==> src/phy_reset_map.vh <==
// Function
// Any reset isolates MAC inputs, drives MAC outputs low, tri-states transmitter, resets state.
// Leaving hardware or power-on reset ends power-down and captures the management address.
// Leaving reset re-enables modules, loads register defaults, enables transmitter, resyncs PLLs.
// MAC-side pins are released at most 640 ns after reset is removed.
// Controller holds the reset pin low at least five reference clocks to reset.
// Within 16 reference clocks after pin rise the management port is usable.
// Reset cycle ends when transmit and receive clocks are valid; MAC waits.
// Hardware and power-on reset never set the software reset bit.
// Power-on reset lasts about 20 us, then exits like a hardware reset.
// During power-on reset the reset pin is ignored.
// Writing one to the software reset bit enters reset for two reference clocks.
// Software reset does not enter power-down.
// Completing any reset restores defaults and clears the software reset bit.
// Leaving software reset keeps the captured management address.
// Power-down whenever the reset pin is low or the power-down bit is one.
// Power-down disables functions, zeroes MAC outputs, tri-states transmitter.
// Power-down by bit keeps registers but returns latching status bits to defaults.
// Reset and power-down controls are reached only through the management port.
// PLL lock ends the reset cycle and enables the MAC data interface.
`ifndef PHY_RESET_MAP_VH
`define PHY_RESET_MAP_VH

// ----------------------------------------------------------------
// Timing
// ----------------------------------------------------------------
`define CLK_MHZ          250
`define REF_PERIOD_NS    40
`define REF_CYCLES       (`REF_PERIOD_NS * `CLK_MHZ / 1000)
`define HW_MIN_LOW_REFS  5
`define HW_MIN_LOW_CYC   (`HW_MIN_LOW_REFS * `REF_CYCLES)
`define EXIT_REFS        16
`define EXIT_CYC         (`EXIT_REFS * `REF_CYCLES)
`define RELEASE_MAX_NS   640
`define RELEASE_MAX_CYC  (`RELEASE_MAX_NS * `CLK_MHZ / 1000)
`define SW_RST_REFS      2
`define SW_RST_CYC       (`SW_RST_REFS * `REF_CYCLES)
`define POR_US           20
`define POR_CYC          (`POR_US * `CLK_MHZ)

// ----------------------------------------------------------------
// Register map
// ----------------------------------------------------------------
`define CTRL_ADDR        6'h00
`define EXT_CTRL_ADDR    6'h10
`define STATUS_ADDR      6'h11
`define CTRL_SW_RST_BIT  15
`define CTRL_PD_BIT      11
`define EXT_ADDR_LSB     6
`define EXT_ADDR_MSB     10
`define ST_IN_RESET_BIT  0
`define ST_PD_BIT        1
`define ST_MGMT_RDY_BIT  2
`define ST_CYCLE_END_BIT 3
`define ST_LATCH_LOW_BIT  4
`define ST_LATCH_HIGH_BIT 5
`define ST_LATCH_MAX_LSB  8
`define ST_LATCH_MAX_MSB  15
`define LATCH_LOW_RESET   1'b1
`define LATCH_HIGH_RESET  1'b0
`define LATCH_MAX_RESET   8'h00
`define PD_RESET         1'b0

`endif

==> src/seq_timer.v <==
`timescale 1ns/10ps
`default_nettype none
module seq_timer #(
  parameter TW = 13
) (
  input  wire          clk_i,
  input  wire          rst_i,
  input  wire          load_i,
  input  wire [TW-1:0] load_val_i,
  output wire          done_o
);
  reg [TW-1:0] cnt_q;

  // ----------------------------------------------------------------
  // Down counter, done in the last cycle of the loaded span
  // ----------------------------------------------------------------
  always @(posedge clk_i) begin
    if (rst_i) begin
      cnt_q <= {TW{1'b0}};
    end else if (load_i) begin
      cnt_q <= load_val_i;
    end else if (cnt_q != {TW{1'b0}}) begin
      cnt_q <= cnt_q - {{(TW-1){1'b0}}, 1'b1};
    end
  end

  assign done_o = (cnt_q == {{(TW-1){1'b0}}, 1'b1});
endmodule
`default_nettype wire

==> src/pin_low_filter.v <==
`timescale 1ns/10ps
`default_nettype none
module pin_low_filter #(
  parameter CW     = 8,
  parameter [CW-1:0] N = 8'd50
) (
  input  wire clk_i,
  input  wire rst_i,
  input  wire in_low_i,
  output reg  held_o
);
  reg [CW-1:0] cnt_q;

  // ----------------------------------------------------------------
  // Counts consecutive low cycles, held once N are seen
  // ----------------------------------------------------------------
  always @(posedge clk_i) begin
    if (rst_i || !in_low_i) begin
      cnt_q  <= {CW{1'b0}};
      held_o <= 1'b0;
    end else begin
      if (cnt_q != N) begin
        cnt_q <= cnt_q + {{(CW-1){1'b0}}, 1'b1};
      end
      held_o <= (cnt_q == N - {{(CW-1){1'b0}}, 1'b1}) | held_o;
    end
  end
endmodule
`default_nettype wire

==> src/phy_reset_powerdown_sequencer.v <==
`timescale 1ns/10ps
`default_nettype none
`include "phy_reset_map.vh"
module phy_reset_powerdown_sequencer #(
  parameter POR_CYCLES = `POR_CYC,
  parameter TW         = 13
) (
  input  wire        clk_i,
  input  wire        rst_i,
  input  wire        wb_cyc_i,
  input  wire        wb_stb_i,
  input  wire        wb_we_i,
  input  wire [7:0]  wb_adr_i,
  input  wire [3:0]  wb_sel_i,
  input  wire [31:0] wb_dat_i,
  output reg  [31:0] wb_dat_o,
  output reg         wb_ack_o,
  input  wire        hw_reset_pin_low_n_i,
  input  wire [4:0]  phy_addr_strap_i,
  input  wire        pll_lock_i,
  input  wire        link_ok_i,
  input  wire        fault_i,
  input  wire [7:0]  noise_level_i,
  output reg         mac_in_isolate_o,
  output reg         mac_out_enable_o,
  output reg         mac_data_enable_o,
  output reg         twisted_pair_tx_oe_o,
  output reg         modules_enable_o,
  output reg         sm_reset_o,
  output reg         pll_resync_o,
  output reg         power_down_o,
  output reg         mgmt_ready_o,
  output reg  [4:0]  phy_addr_o
);
  // ----------------------------------------------------------------
  // States and timing
  // ----------------------------------------------------------------
  localparam [2:0] ST_POR      = 3'h0;
  localparam [2:0] ST_HW_RST   = 3'h1;
  localparam [2:0] ST_SW_RST   = 3'h2;
  localparam [2:0] ST_EXIT     = 3'h3;
  localparam [2:0] ST_WAIT_PLL = 3'h4;
  localparam [2:0] ST_RUN      = 3'h5;

  // Pin sampling and the output register use two cycles of the release span
  localparam integer  SW_SPAN   = `SW_RST_CYC;
  localparam integer  EXIT_SPAN = ((`EXIT_CYC < `RELEASE_MAX_CYC) ? `EXIT_CYC
                                                                   : `RELEASE_MAX_CYC) - 2;
  localparam integer  LOW_SPAN  = `HW_MIN_LOW_CYC;
  localparam [TW-1:0] POR_LOAD  = POR_CYCLES[TW-1:0];
  localparam [TW-1:0] SW_LOAD   = SW_SPAN[TW-1:0];
  localparam [TW-1:0] EXIT_LOAD = EXIT_SPAN[TW-1:0];
  localparam [7:0]    HW_LOW_N  = LOW_SPAN[7:0];

  reg  [2:0]    state_q;
  reg  [2:0]    state_d;
  reg           load;
  reg  [TW-1:0] load_val;
  reg           capture_q;
  reg           capture_d;
  wire          timer_done;
  wire          pin_held;
  wire          pin_low;

  reg           pd_bit_q;
  reg           sw_bit_q;
  reg           latch_low_q;
  reg           latch_high_q;
  reg  [7:0]    latch_max_q;
  reg  [4:0]    addr_q;
  reg           pll_seen_q;
  reg           por_armed_q;

  wire          in_reset;
  wire          reset_pd;
  wire          pd_now;
  wire          port_open;
  wire          bus_req;
  wire          wr_ctrl;
  wire          rd_status;
  wire          sw_req;
  wire          pd_rise;
  reg  [31:0]   rd_data;
  reg  [7:0]    latch_max_base;

  // ----------------------------------------------------------------
  // Decode
  // ----------------------------------------------------------------
  assign pin_low   = !hw_reset_pin_low_n_i && (state_q != ST_POR);
  assign in_reset  = (state_q == ST_POR) || (state_q == ST_HW_RST) || (state_q == ST_SW_RST);
  assign reset_pd  = (state_q == ST_POR) || (state_q == ST_HW_RST);
  assign pd_now    = pin_low || pd_bit_q || reset_pd;
  assign port_open = (state_q == ST_WAIT_PLL) || (state_q == ST_RUN);
  assign bus_req   = wb_cyc_i && wb_stb_i && !wb_ack_o;
  assign wr_ctrl   = bus_req && wb_we_i && (wb_adr_i[7:2] == `CTRL_ADDR)
                     && wb_sel_i[1] && port_open;
  assign rd_status = bus_req && !wb_we_i && (wb_adr_i[7:2] == `STATUS_ADDR);
  assign sw_req    = wr_ctrl && wb_dat_i[`CTRL_SW_RST_BIT];
  assign pd_rise   = wr_ctrl && wb_dat_i[`CTRL_PD_BIT] && !pd_bit_q;

  // ----------------------------------------------------------------
  // Timers
  // ----------------------------------------------------------------
  seq_timer #(
    .TW (TW)
  ) u_timer (
    .clk_i      (clk_i),
    .rst_i      (rst_i),
    .load_i     (load),
    .load_val_i (load_val),
    .done_o     (timer_done)
  );

  pin_low_filter #(
    .CW (8),
    .N  (HW_LOW_N)
  ) u_pin_filter (
    .clk_i    (clk_i),
    .rst_i    (rst_i),
    .in_low_i (pin_low),
    .held_o   (pin_held)
  );

  // ----------------------------------------------------------------
  // Reset sequencer
  // ----------------------------------------------------------------
  always @* begin
    state_d   = state_q;
    load      = 1'b0;
    load_val  = EXIT_LOAD;
    capture_d = capture_q;
    case (state_q)
      ST_POR: begin
        if (!por_armed_q) begin
          load      = 1'b1;
          load_val  = POR_LOAD;
        end else if (timer_done) begin
          state_d   = ST_EXIT;
          load      = 1'b1;
          capture_d = 1'b1;
        end
      end
      ST_HW_RST: begin
        if (hw_reset_pin_low_n_i) begin
          state_d   = ST_EXIT;
          load      = 1'b1;
          capture_d = 1'b1;
        end
      end
      ST_SW_RST: begin
        if (pin_held) begin
          state_d   = ST_HW_RST;
        end else if (timer_done) begin
          state_d   = ST_EXIT;
          load      = 1'b1;
          capture_d = 1'b0;
        end
      end
      ST_EXIT: begin
        if (pin_held) begin
          state_d = ST_HW_RST;
        end else if (timer_done) begin
          state_d = ST_WAIT_PLL;
        end
      end
      ST_WAIT_PLL: begin
        if (pin_held) begin
          state_d = ST_HW_RST;
        end else if (sw_req) begin
          state_d  = ST_SW_RST;
          load     = 1'b1;
          load_val = SW_LOAD;
        end else if (pll_lock_i) begin
          state_d = ST_RUN;
        end
      end
      ST_RUN: begin
        if (pin_held) begin
          state_d = ST_HW_RST;
        end else if (sw_req) begin
          state_d  = ST_SW_RST;
          load     = 1'b1;
          load_val = SW_LOAD;
        end else if (!pll_lock_i) begin
          state_d = ST_WAIT_PLL;
        end
      end
      default: begin
        state_d = ST_POR;
      end
    endcase
  end

  always @(posedge clk_i) begin
    if (rst_i) begin
      state_q   <= ST_POR;
      capture_q <= 1'b0;
    end else begin
      state_q   <= state_d;
      capture_q <= capture_d;
    end
  end

  // ----------------------------------------------------------------
  // Power-on timer, armed in the first cycle after reset release
  // ----------------------------------------------------------------
  always @(posedge clk_i) begin
    if (rst_i) begin
      por_armed_q <= 1'b0;
    end else begin
      por_armed_q <= 1'b1;
    end
  end

  // ----------------------------------------------------------------
  // Address capture
  // ----------------------------------------------------------------
  always @(posedge clk_i) begin
    if (rst_i) begin
      addr_q <= 5'h00;
    end else if ((state_q == ST_EXIT) && capture_q) begin
      addr_q <= phy_addr_strap_i;
    end
  end

  // ----------------------------------------------------------------
  // Control bits
  // ----------------------------------------------------------------
  always @(posedge clk_i) begin
    if (rst_i) begin
      pd_bit_q <= `PD_RESET;
      sw_bit_q <= 1'b0;
    end else if (in_reset) begin
      pd_bit_q <= `PD_RESET;
      sw_bit_q <= (state_d == ST_SW_RST);
    end else begin
      if (wr_ctrl) begin
        pd_bit_q <= wb_dat_i[`CTRL_PD_BIT];
      end
      sw_bit_q <= sw_req;
    end
  end

  // ----------------------------------------------------------------
  // Latching status bits
  // ----------------------------------------------------------------
  always @* begin
    latch_max_base = rd_status ? `LATCH_MAX_RESET : latch_max_q;
  end

  always @(posedge clk_i) begin
    if (rst_i || in_reset || pd_bit_q || pd_rise) begin
      latch_low_q  <= `LATCH_LOW_RESET;
      latch_high_q <= `LATCH_HIGH_RESET;
      latch_max_q  <= `LATCH_MAX_RESET;
    end else begin
      latch_low_q  <= (rd_status ? 1'b1 : latch_low_q) & link_ok_i;
      latch_high_q <= (rd_status ? 1'b0 : latch_high_q) | fault_i;
      latch_max_q  <= (noise_level_i > latch_max_base) ? noise_level_i : latch_max_base;
    end
  end

  // ----------------------------------------------------------------
  // Reset cycle end flag
  // ----------------------------------------------------------------
  always @(posedge clk_i) begin
    if (rst_i || in_reset) begin
      pll_seen_q <= 1'b0;
    end else if (state_q == ST_RUN) begin
      pll_seen_q <= 1'b1;
    end
  end

  // ----------------------------------------------------------------
  // Wishbone slave
  // ----------------------------------------------------------------
  always @* begin
    rd_data = 32'h0000_0000;
    case (wb_adr_i[7:2])
      `CTRL_ADDR: begin
        rd_data[`CTRL_SW_RST_BIT] = sw_bit_q;
        rd_data[`CTRL_PD_BIT]     = pd_bit_q;
      end
      `EXT_CTRL_ADDR: begin
        rd_data[`EXT_ADDR_MSB:`EXT_ADDR_LSB] = addr_q;
      end
      `STATUS_ADDR: begin
        rd_data[`ST_IN_RESET_BIT]           = in_reset;
        rd_data[`ST_PD_BIT]                 = pd_now;
        rd_data[`ST_MGMT_RDY_BIT]           = port_open;
        rd_data[`ST_CYCLE_END_BIT]          = pll_seen_q;
        rd_data[`ST_LATCH_LOW_BIT]                  = latch_low_q;
        rd_data[`ST_LATCH_HIGH_BIT]                 = latch_high_q;
        rd_data[`ST_LATCH_MAX_MSB:`ST_LATCH_MAX_LSB] = latch_max_q;
      end
      default: begin
        rd_data = 32'h0000_0000;
      end
    endcase
  end

  always @(posedge clk_i) begin
    if (rst_i) begin
      wb_ack_o <= 1'b0;
      wb_dat_o <= 32'h0000_0000;
    end else begin
      wb_ack_o <= bus_req;
      if (bus_req && !wb_we_i) begin
        wb_dat_o <= rd_data;
      end
    end
  end

  // ----------------------------------------------------------------
  // Pin and module controls
  // ----------------------------------------------------------------
  always @(posedge clk_i) begin
    if (rst_i) begin
      mac_in_isolate_o     <= 1'b1;
      mac_out_enable_o     <= 1'b0;
      mac_data_enable_o    <= 1'b0;
      twisted_pair_tx_oe_o <= 1'b0;
      modules_enable_o     <= 1'b0;
      sm_reset_o           <= 1'b1;
      pll_resync_o         <= 1'b0;
      power_down_o         <= 1'b1;
      mgmt_ready_o         <= 1'b0;
      phy_addr_o           <= 5'h00;
    end else begin
      mac_in_isolate_o     <= !port_open || pd_now;
      mac_out_enable_o     <= port_open && !pd_now;
      mac_data_enable_o    <= (state_q == ST_RUN) && pll_lock_i && !pd_now;
      twisted_pair_tx_oe_o <= port_open && !pd_now;
      modules_enable_o     <= !in_reset && !pd_now;
      sm_reset_o           <= in_reset || !por_armed_q;
      pll_resync_o         <= (state_q == ST_EXIT) && (state_d == ST_WAIT_PLL);
      power_down_o         <= pd_now;
      mgmt_ready_o         <= port_open;
      phy_addr_o           <= addr_q;
    end
  end

endmodule
`default_nettype wire

==> config.mk <==
export PLATFORM = sky130hd
export DESIGN_NAME = phy_reset_powerdown_sequencer
export DESIGN_NICKNAME = d
export VERILOG_FILES = /design/src/seq_timer.v /design/src/pin_low_filter.v /design/src/phy_reset_powerdown_sequencer.v
export VERILOG_INCLUDE_DIRS = /design/src
export SDC_FILE = /design/constraint.sdc
export NUM_CORES = 1
export LEC_CHECK = 0
export BUFFER_PORTS_ARGS = -buffer_cell sky130_fd_sc_hd__buf_2
export CORE_ASPECT_RATIO = 0.7
export CORE_MARGIN = 10
export CORE_UTILIZATION = 30
export CTS_CLUSTER_SIZE = 12
export DETAILED_ROUTE_END_ITERATION = 8
export HOLD_SLACK_MARGIN = 0.15
export SETUP_SLACK_MARGIN = 0.2
export SYNTH_ARGS = -nofsm -noshare
export SYNTH_HDL_FRONTEND = slang
export SYNTH_HIERARCHICAL = 1
export SYNTH_SLANG_ARGS = --single-unit
export TNS_END_PERCENT = 100
==> constraint.sdc <==
create_clock -name clk_i -period 2.84 [get_ports clk_i]
set_input_delay 0.284 -clock clk_i [delete_from_list [all_inputs] [get_ports clk_i]]
set_output_delay 0.284 -clock clk_i [all_outputs]
set_load 0.005 [all_outputs]
# Yosys cells after proc, flatten, opt, wreduce, memory -nomap -nowiden
# Index checks and enable logic that the tools add are counted.
[op_classes]
n_addsub = 2
mul = 0
n_div = 0
magnitude_cmp = 1
n_eq_ne = 17
n_shift = 0
muxes = 44
n_bitwise = 3
n_reduce_logical = 47
[op_table]
columns = ["operator", "count"]
rows = [
  ["$mux 13", 3],
  ["$mux 3", 13],
  ["$mux 8", 4],
  ["$pmux 13 s2", 1],
  ["$logic_and 1x1->1", 18],
  ["$pmux 3 s6", 1],
  ["$mux 1", 15],
  ["$eq 13x1->1 const B", 1],
  ["$reduce_bool 13->1", 1],
  ["$sub 13x1->13 const B", 1],
  ["$eq 6x5->1 const B", 2],
  ["$logic_or 1x1->1", 11],
  ["$ne 2x2->1 const B", 5],
  ["$eq 3x2->1 const B", 3],
  ["$eq 3x3->1 const B", 3],
  ["$logic_not 1->1", 9],
  ["$add 8x1->8 const B", 1],
  ["$eq 8x6->1 const B", 1],
  ["$gt 8x8->1", 1],
  ["$ne 8x6->1 const B", 1],
  ["$logic_not 6->1", 1],
  ["$mux 6", 1],
  ["$pmux 3 s2", 1],
  ["$reduce_and 6->1", 1],
  ["11 further kinds", 15],
]
[totals]
ff_bits = 75
latchBits = 0
mem_bits_rw = 0
rom_bits = 0
in_bits = 66
output_inout_bits = 47
wordCells = 138
n_memories = 0

# Depth between registers and ports, before layout
[logic_depth]
depth_word = 12
ltp_mapped = 12
depth_no_buf = 9

# Modules after synthesis
# Netlist, hierarchy kept.
[by_module_without_submodules]
columns = ["mod", "instances", "cells_each", "area_per_inst_um2", "seq_area_each_um2"]
rows = [
  ["phy_reset_powerdown_sequencer", 1, 285, 2519.9, 1061.0],
  ["seq_timer", 1, 91, 819.5, 260.2],
  ["pin_low_filter", 1, 49, 427.9, 180.2],
]

# Worst setup path after synthesis
# No wires, ideal clock.
[synth_timing]
kind = "register to register"
startpoint = "reg wb_ack_o"
endpoint = "reg latch_max_q[0]"
setup_time_ps = 73
t_arrival_ps = 2491
required_time_ps = 2767
slack_ps = 276
path_stages_with_launch = 11
path_buffers = 2
period_less_slack_ps = 2564
path_cell_list = "dfxtp_1 > nor4bb_1 > buf_2 > nand4_1 > clkbuf_1 > and2_1 > ha_1 > nand4_1 > o22ai_1 > a31oi_2 > mux2i_1"
[synth_via]
elab_chain_cells = 9
word_cells_on_any_way = 14
classes_between = "order compare: 1; mux: 2; reduce/logical: 11"
[synth_lines]
columns = ["item", "line", "rtl"]
rows = [
  ["start: declaration", "phy_reset_powerdown_sequencer.v:17", "output reg wb_ack_o,"],
  ["start signal: assignment", "phy_reset_powerdown_sequencer.v:307", "wb_ack_o <= bus_req;"],
  ["$logic_not 1->1 (*)", "phy_reset_powerdown_sequencer.v:94", "assign bus_req = wb_cyc_i && wb_stb_i && !wb_ack_o;"],
  ["$logic_and 1x1->1 (*)", "phy_reset_powerdown_sequencer.v:94", ""],
  ["parallel branches: the longest is 7 deep, another holds $gt 8x8->1", "-", ""],
  ["end signal: assignment", "phy_reset_powerdown_sequencer.v:255", "latch_max_q <= `LATCH_MAX_RESET;"],
  ["end signal: assignment", "phy_reset_powerdown_sequencer.v:259", "latch_max_q <= (noise_level_i > latch_max_base) ? noise_level_i : latch_max_base;"],
  ["end: declaration", "phy_reset_powerdown_sequencer.v:69", "reg [7:0] latch_max_q;"],
]
# Mark *: on every way between the ends.
# A chain may end at the register's enable or synchronous reset.

# Final worst setup path
[layout_timing]
startpoint = "reg u_timer.cnt_q[6]"
endpoint = "reg u_timer.cnt_q[5]"
[layout_via]
elab_chain_cells = 5
word_cells_on_any_way = 8
classes_between = "eq/ne: 1; mux: 5; reduce/logical: 2"
[layout_lines]
columns = ["item", "line", "rtl"]
rows = [
  ["start: declaration", "seq_timer.v:12", "reg [TW-1:0] cnt_q;"],
  ["start signal: assignment", "seq_timer.v:19", "cnt_q <= {TW{1'b0}};"],
  ["start signal: assignment", "seq_timer.v:21", "cnt_q <= load_val_i;"],
  ["start signal: assignment", "seq_timer.v:23", "cnt_q <= cnt_q - {{(TW-1){1'b0}}, 1'b1};"],
  ["$eq 13x1->1 (*)", "seq_timer.v:27", "assign done_o = (cnt_q == {{(TW-1){1'b0}}, 1'b1});"],
  ["named net timer_done", "phy_reset_powerdown_sequencer.v:61", "wire timer_done;"],
  ["$mux 1 (*)", "phy_reset_powerdown_sequencer.v:137, phy_reset_powerdown_sequencer.v:153", ""],
  ["$mux 1 (on tied branches)", "phy_reset_powerdown_sequencer.v:151, phy_reset_powerdown_sequencer.v:134", ""],
  ["$pmux 1 s4 (*)", "phy_reset_powerdown_sequencer.v:132", "case (state_q)"],
  ["named net load", "phy_reset_powerdown_sequencer.v:57", "reg load;"],
  ["$mux 13 / $reduce_bool 2->1 (equally long branches)", "-", ""],
]
# Mark *: on every way through the listed nets, which the timed path passes. The rest lies on a longest branch.

==> metrics <==
H-tree levels=3; I/O pins=approximately 110; mean routed wirelength per cell=~15 um; Final GP Congestion=0.830; Post-DRT Antenna Nets=0; WS Path Type=reg -> reg; Final Hold Fails=0; register area=~1500 sq um; Synth cell types=62; share of cells above drive strength 1=around 22%; Root Driver=clkbuf_16; Via density=4.84; die area=around 18,000 sq um; worst slew pin tran=just over 800 ps; via count=between 3,000 and 4,000; final worst slack=~430 ps; register area share after synthesis=approximately two fifths; placement row count=34; grt total ovfl=0; initial antenna violation count=0; CP max-delay cell=dfxtp_1; mapped cell area=~3800 sq um; worst min-delay path class=in -> reg; depth of the most critical reg-to-reg path=9; Yosys top cell by area=dfxtp_1; Tot Pwr=about 2.9 mW; final slew viol count=0; Worst path depth=9; Max-cap violations=0; wire length on met1=4820 um; flops & latches, synth=75; hold_buf cts=0; Tot GR Track Use=a little over a tenth; Hold Path Stages=3; Synth top cells by count=75 x dfxtp_1, 37 x nor2_1, 32 x nand2_1; RSZ-0062 raised after global routing=no; clock insertion delay at the later pin of the skew report=~330 ps; EDFF count, synth=0; Worst Path Arrival=~2700 ps; r2r setup slk=~430 ps; diode count=0; CP top delay family=simple AND/OR/NAND/NOR gates; status=finished, final reports clean; fin crit share=84.8%; maximum fanout along the worst path=5; metal3 WL=about 570 um; NumNets Final=~570; placed cells=~640; Chip Height=about 110 um; IO buf count=61; worst path bufs/invs=0; Worst Skew=6.80 ps; leakage=slightly below 2 nW; 1st-iter DRT viols=between 150 and 200; clock transition at the registers of the reported paths=~60 ps; async set or reset register ratio after synthesis=0%; Worst VDD drop=approximately 350 uV; Core Footprint=about 12,000 sq um; Detailed Routing Iterations Pass 1=5; Synth top area share=approximately 40%; max_slew headroom=46.4%; DIE WIDTH=about 150 um; Primary FF master, synth=dfxtp_1; met2 wire length=roughly 4200 um; Post-Syn Instances=around 430; Num Clock Sinks=75; cell with the most instances after synthesis=dfxtp_1; HP Start=fault_i; post-route cell area=~4600 sq um; Mean Syn Cell Area=between 8 and 9 sq um; multi-input logic area=approximately 2100 sq um; Hold Path End=latch_high_q; total CTS buffers=9; Final HPWL DP=a little over 7000 um; vias in the first global route=between 3,000 and 4,000; clock tree buffer depth=2; Layout Cells excl Fill=roughly 660; Crit path required time=~3100 ps; yosys warns=6; CTS tree=done; Tmin final=2410 ps; CP max stage delay=360 ps; area grow syn2layout=22.2%; CP endpoint kind=flop; largest net degree at the start of global routing=27; Post-Route WL=between 9000 and 10,000 um; reg2reg start=u_timer/cnt_q[6]; Power Density=roughly 640 nW/um^2; FILL cells=~1,300; top layer in use=met4; top cells by area, synth=dfxtp_1 40%, ha_1 4.6%, mux2i_1 4.3%, nand3_1 3.7%, nor2_1 3.7%; Starting Density=between 30 and 40%; critical-path cell list=nor4_4 > nand2_1 > nor4bb_4 > a31oi_1 > o211ai_1 > nor3b_1 > nand4_2 > or2b_1 > nor3_1; fmax=415 MHz; Fin Setup TNS=0 ps; RR Endpoint=u_timer/cnt_q[5]; Final setup viols=0; # DRC=0; Setup Slack @ Placement=around 290 ps; Placed Instance Area=4230 sq um; CP Launch Type=flop; first-pass GRT wire length=15,700 um
[final cells by class]
class,instances,area share [%]
Clock buffer,12,5.79
Clock inverter,4,2.07
Inverter,11,0.897
Multi-Input combinational cell,321,45.6
Sequential cell,75,32.6
Tap cell,162,4.40
Timing Repair Buffer,73,8.59
[state kept, by name, summed over array words and instances (netlist names), 3 cells and up]
name and count:
addr_q 5, latch_max_q 8, phy_addr_o 5, state_q 3, u_pin_filter/cnt_q 8, u_timer/cnt_q 13, wb_dat_o 16
[what timing repair did]
item	4_1_cts	5_1_grt
resized for setup	0	2
endpoints found under the setup margin	0	10
buffers inserted	0	0
[worst reg2reg max path, stage by stage (launching register included)]
cell and delay [ps]:
dfxtp_1 360, nor4_4 320, nand2_1 130, nor4bb_4 350, a31oi_1 140, o211ai_1 280
nor3b_1 110, nand4_2 130, or2b_1 330, nor3_1 190
[cell families (layout without fill, tap and decap cells)]
group / count (synthesis) / count (layout) / synth area share [%]
and+or+nand+nor: 181 / 181 / 27.3
AOI/OAI and AO/OA: 75 / 75 / 13.6
DFF: 75 / 75 / 39.9
buffers and inverters: 49 / 100 / 6.78
muxes: 19 / 19 / 5.15
adders and majority gates: 14 / 14 / 4.65
xor gates and xnor gates: 11 / 11 / 2.56
other: 1 / 21 / 0.0995
[cell usage in the layout (no fill, tap or decap), types with 4 or more instances in the layout]
cell       count
nor2b_1       11
xnor2_1        7
buf_4         12
a21oi_1       21
mux2i_1       16
nor2_1        37
inv_1         11
ha_1          14
nand2_1       32
nand4_1       14
buf_2         61
o211ai_1       4
xor2_1         4
o211a_1        5
or3_1          4
a22oi_1        8
o21ai_0       10
dfxtp_1       75
nand3_1       28
clkbuf_16      9
nor3_1        13
nand2b_1       9
conb_1        21
and2_1         4
[how the worst max path moves through the flow]
stage                                start                to  slack (ps)
after detailed placement       wb_adr_i[3]  u_timer/cnt_q[5]         290
after CTS                 u_timer/cnt_q[6]  u_timer/cnt_q[5]         310
after global routing      u_timer/cnt_q[6]  u_timer/cnt_q[5]         230
final                     u_timer/cnt_q[6]  u_timer/cnt_q[5]         430
after floorplan                   wb_ack_o    latch_max_q[0]         280
after global placement         wb_adr_i[3]  u_timer/cnt_q[5]         300
[power by group]
group          internal [mW]  switching, mW
Combinational          0.194          0.217
Clock                  0.928          0.425
Sequential              1.10         0.0648
Total                   2.22          0.707
[metal layers]
metal  track usage, %  vias to the layer above
li1                 -                     1610
met1             14.3                     1486
met2             16.1                       77
met3             3.76                        9
met4             3.08                        0
met5                0                        -
[metrics by stage]
stage,util [%],hold slack (ps)
6_report,37.3,164
5_1_grt,37.3,185
4_1_cts,37.2,157
3_5_place_dp,34.3,440
3_3_place_gp,34.3,443
2_1_floorplan,-,356
Note: power is estimated with default switching activity, not from simulation.
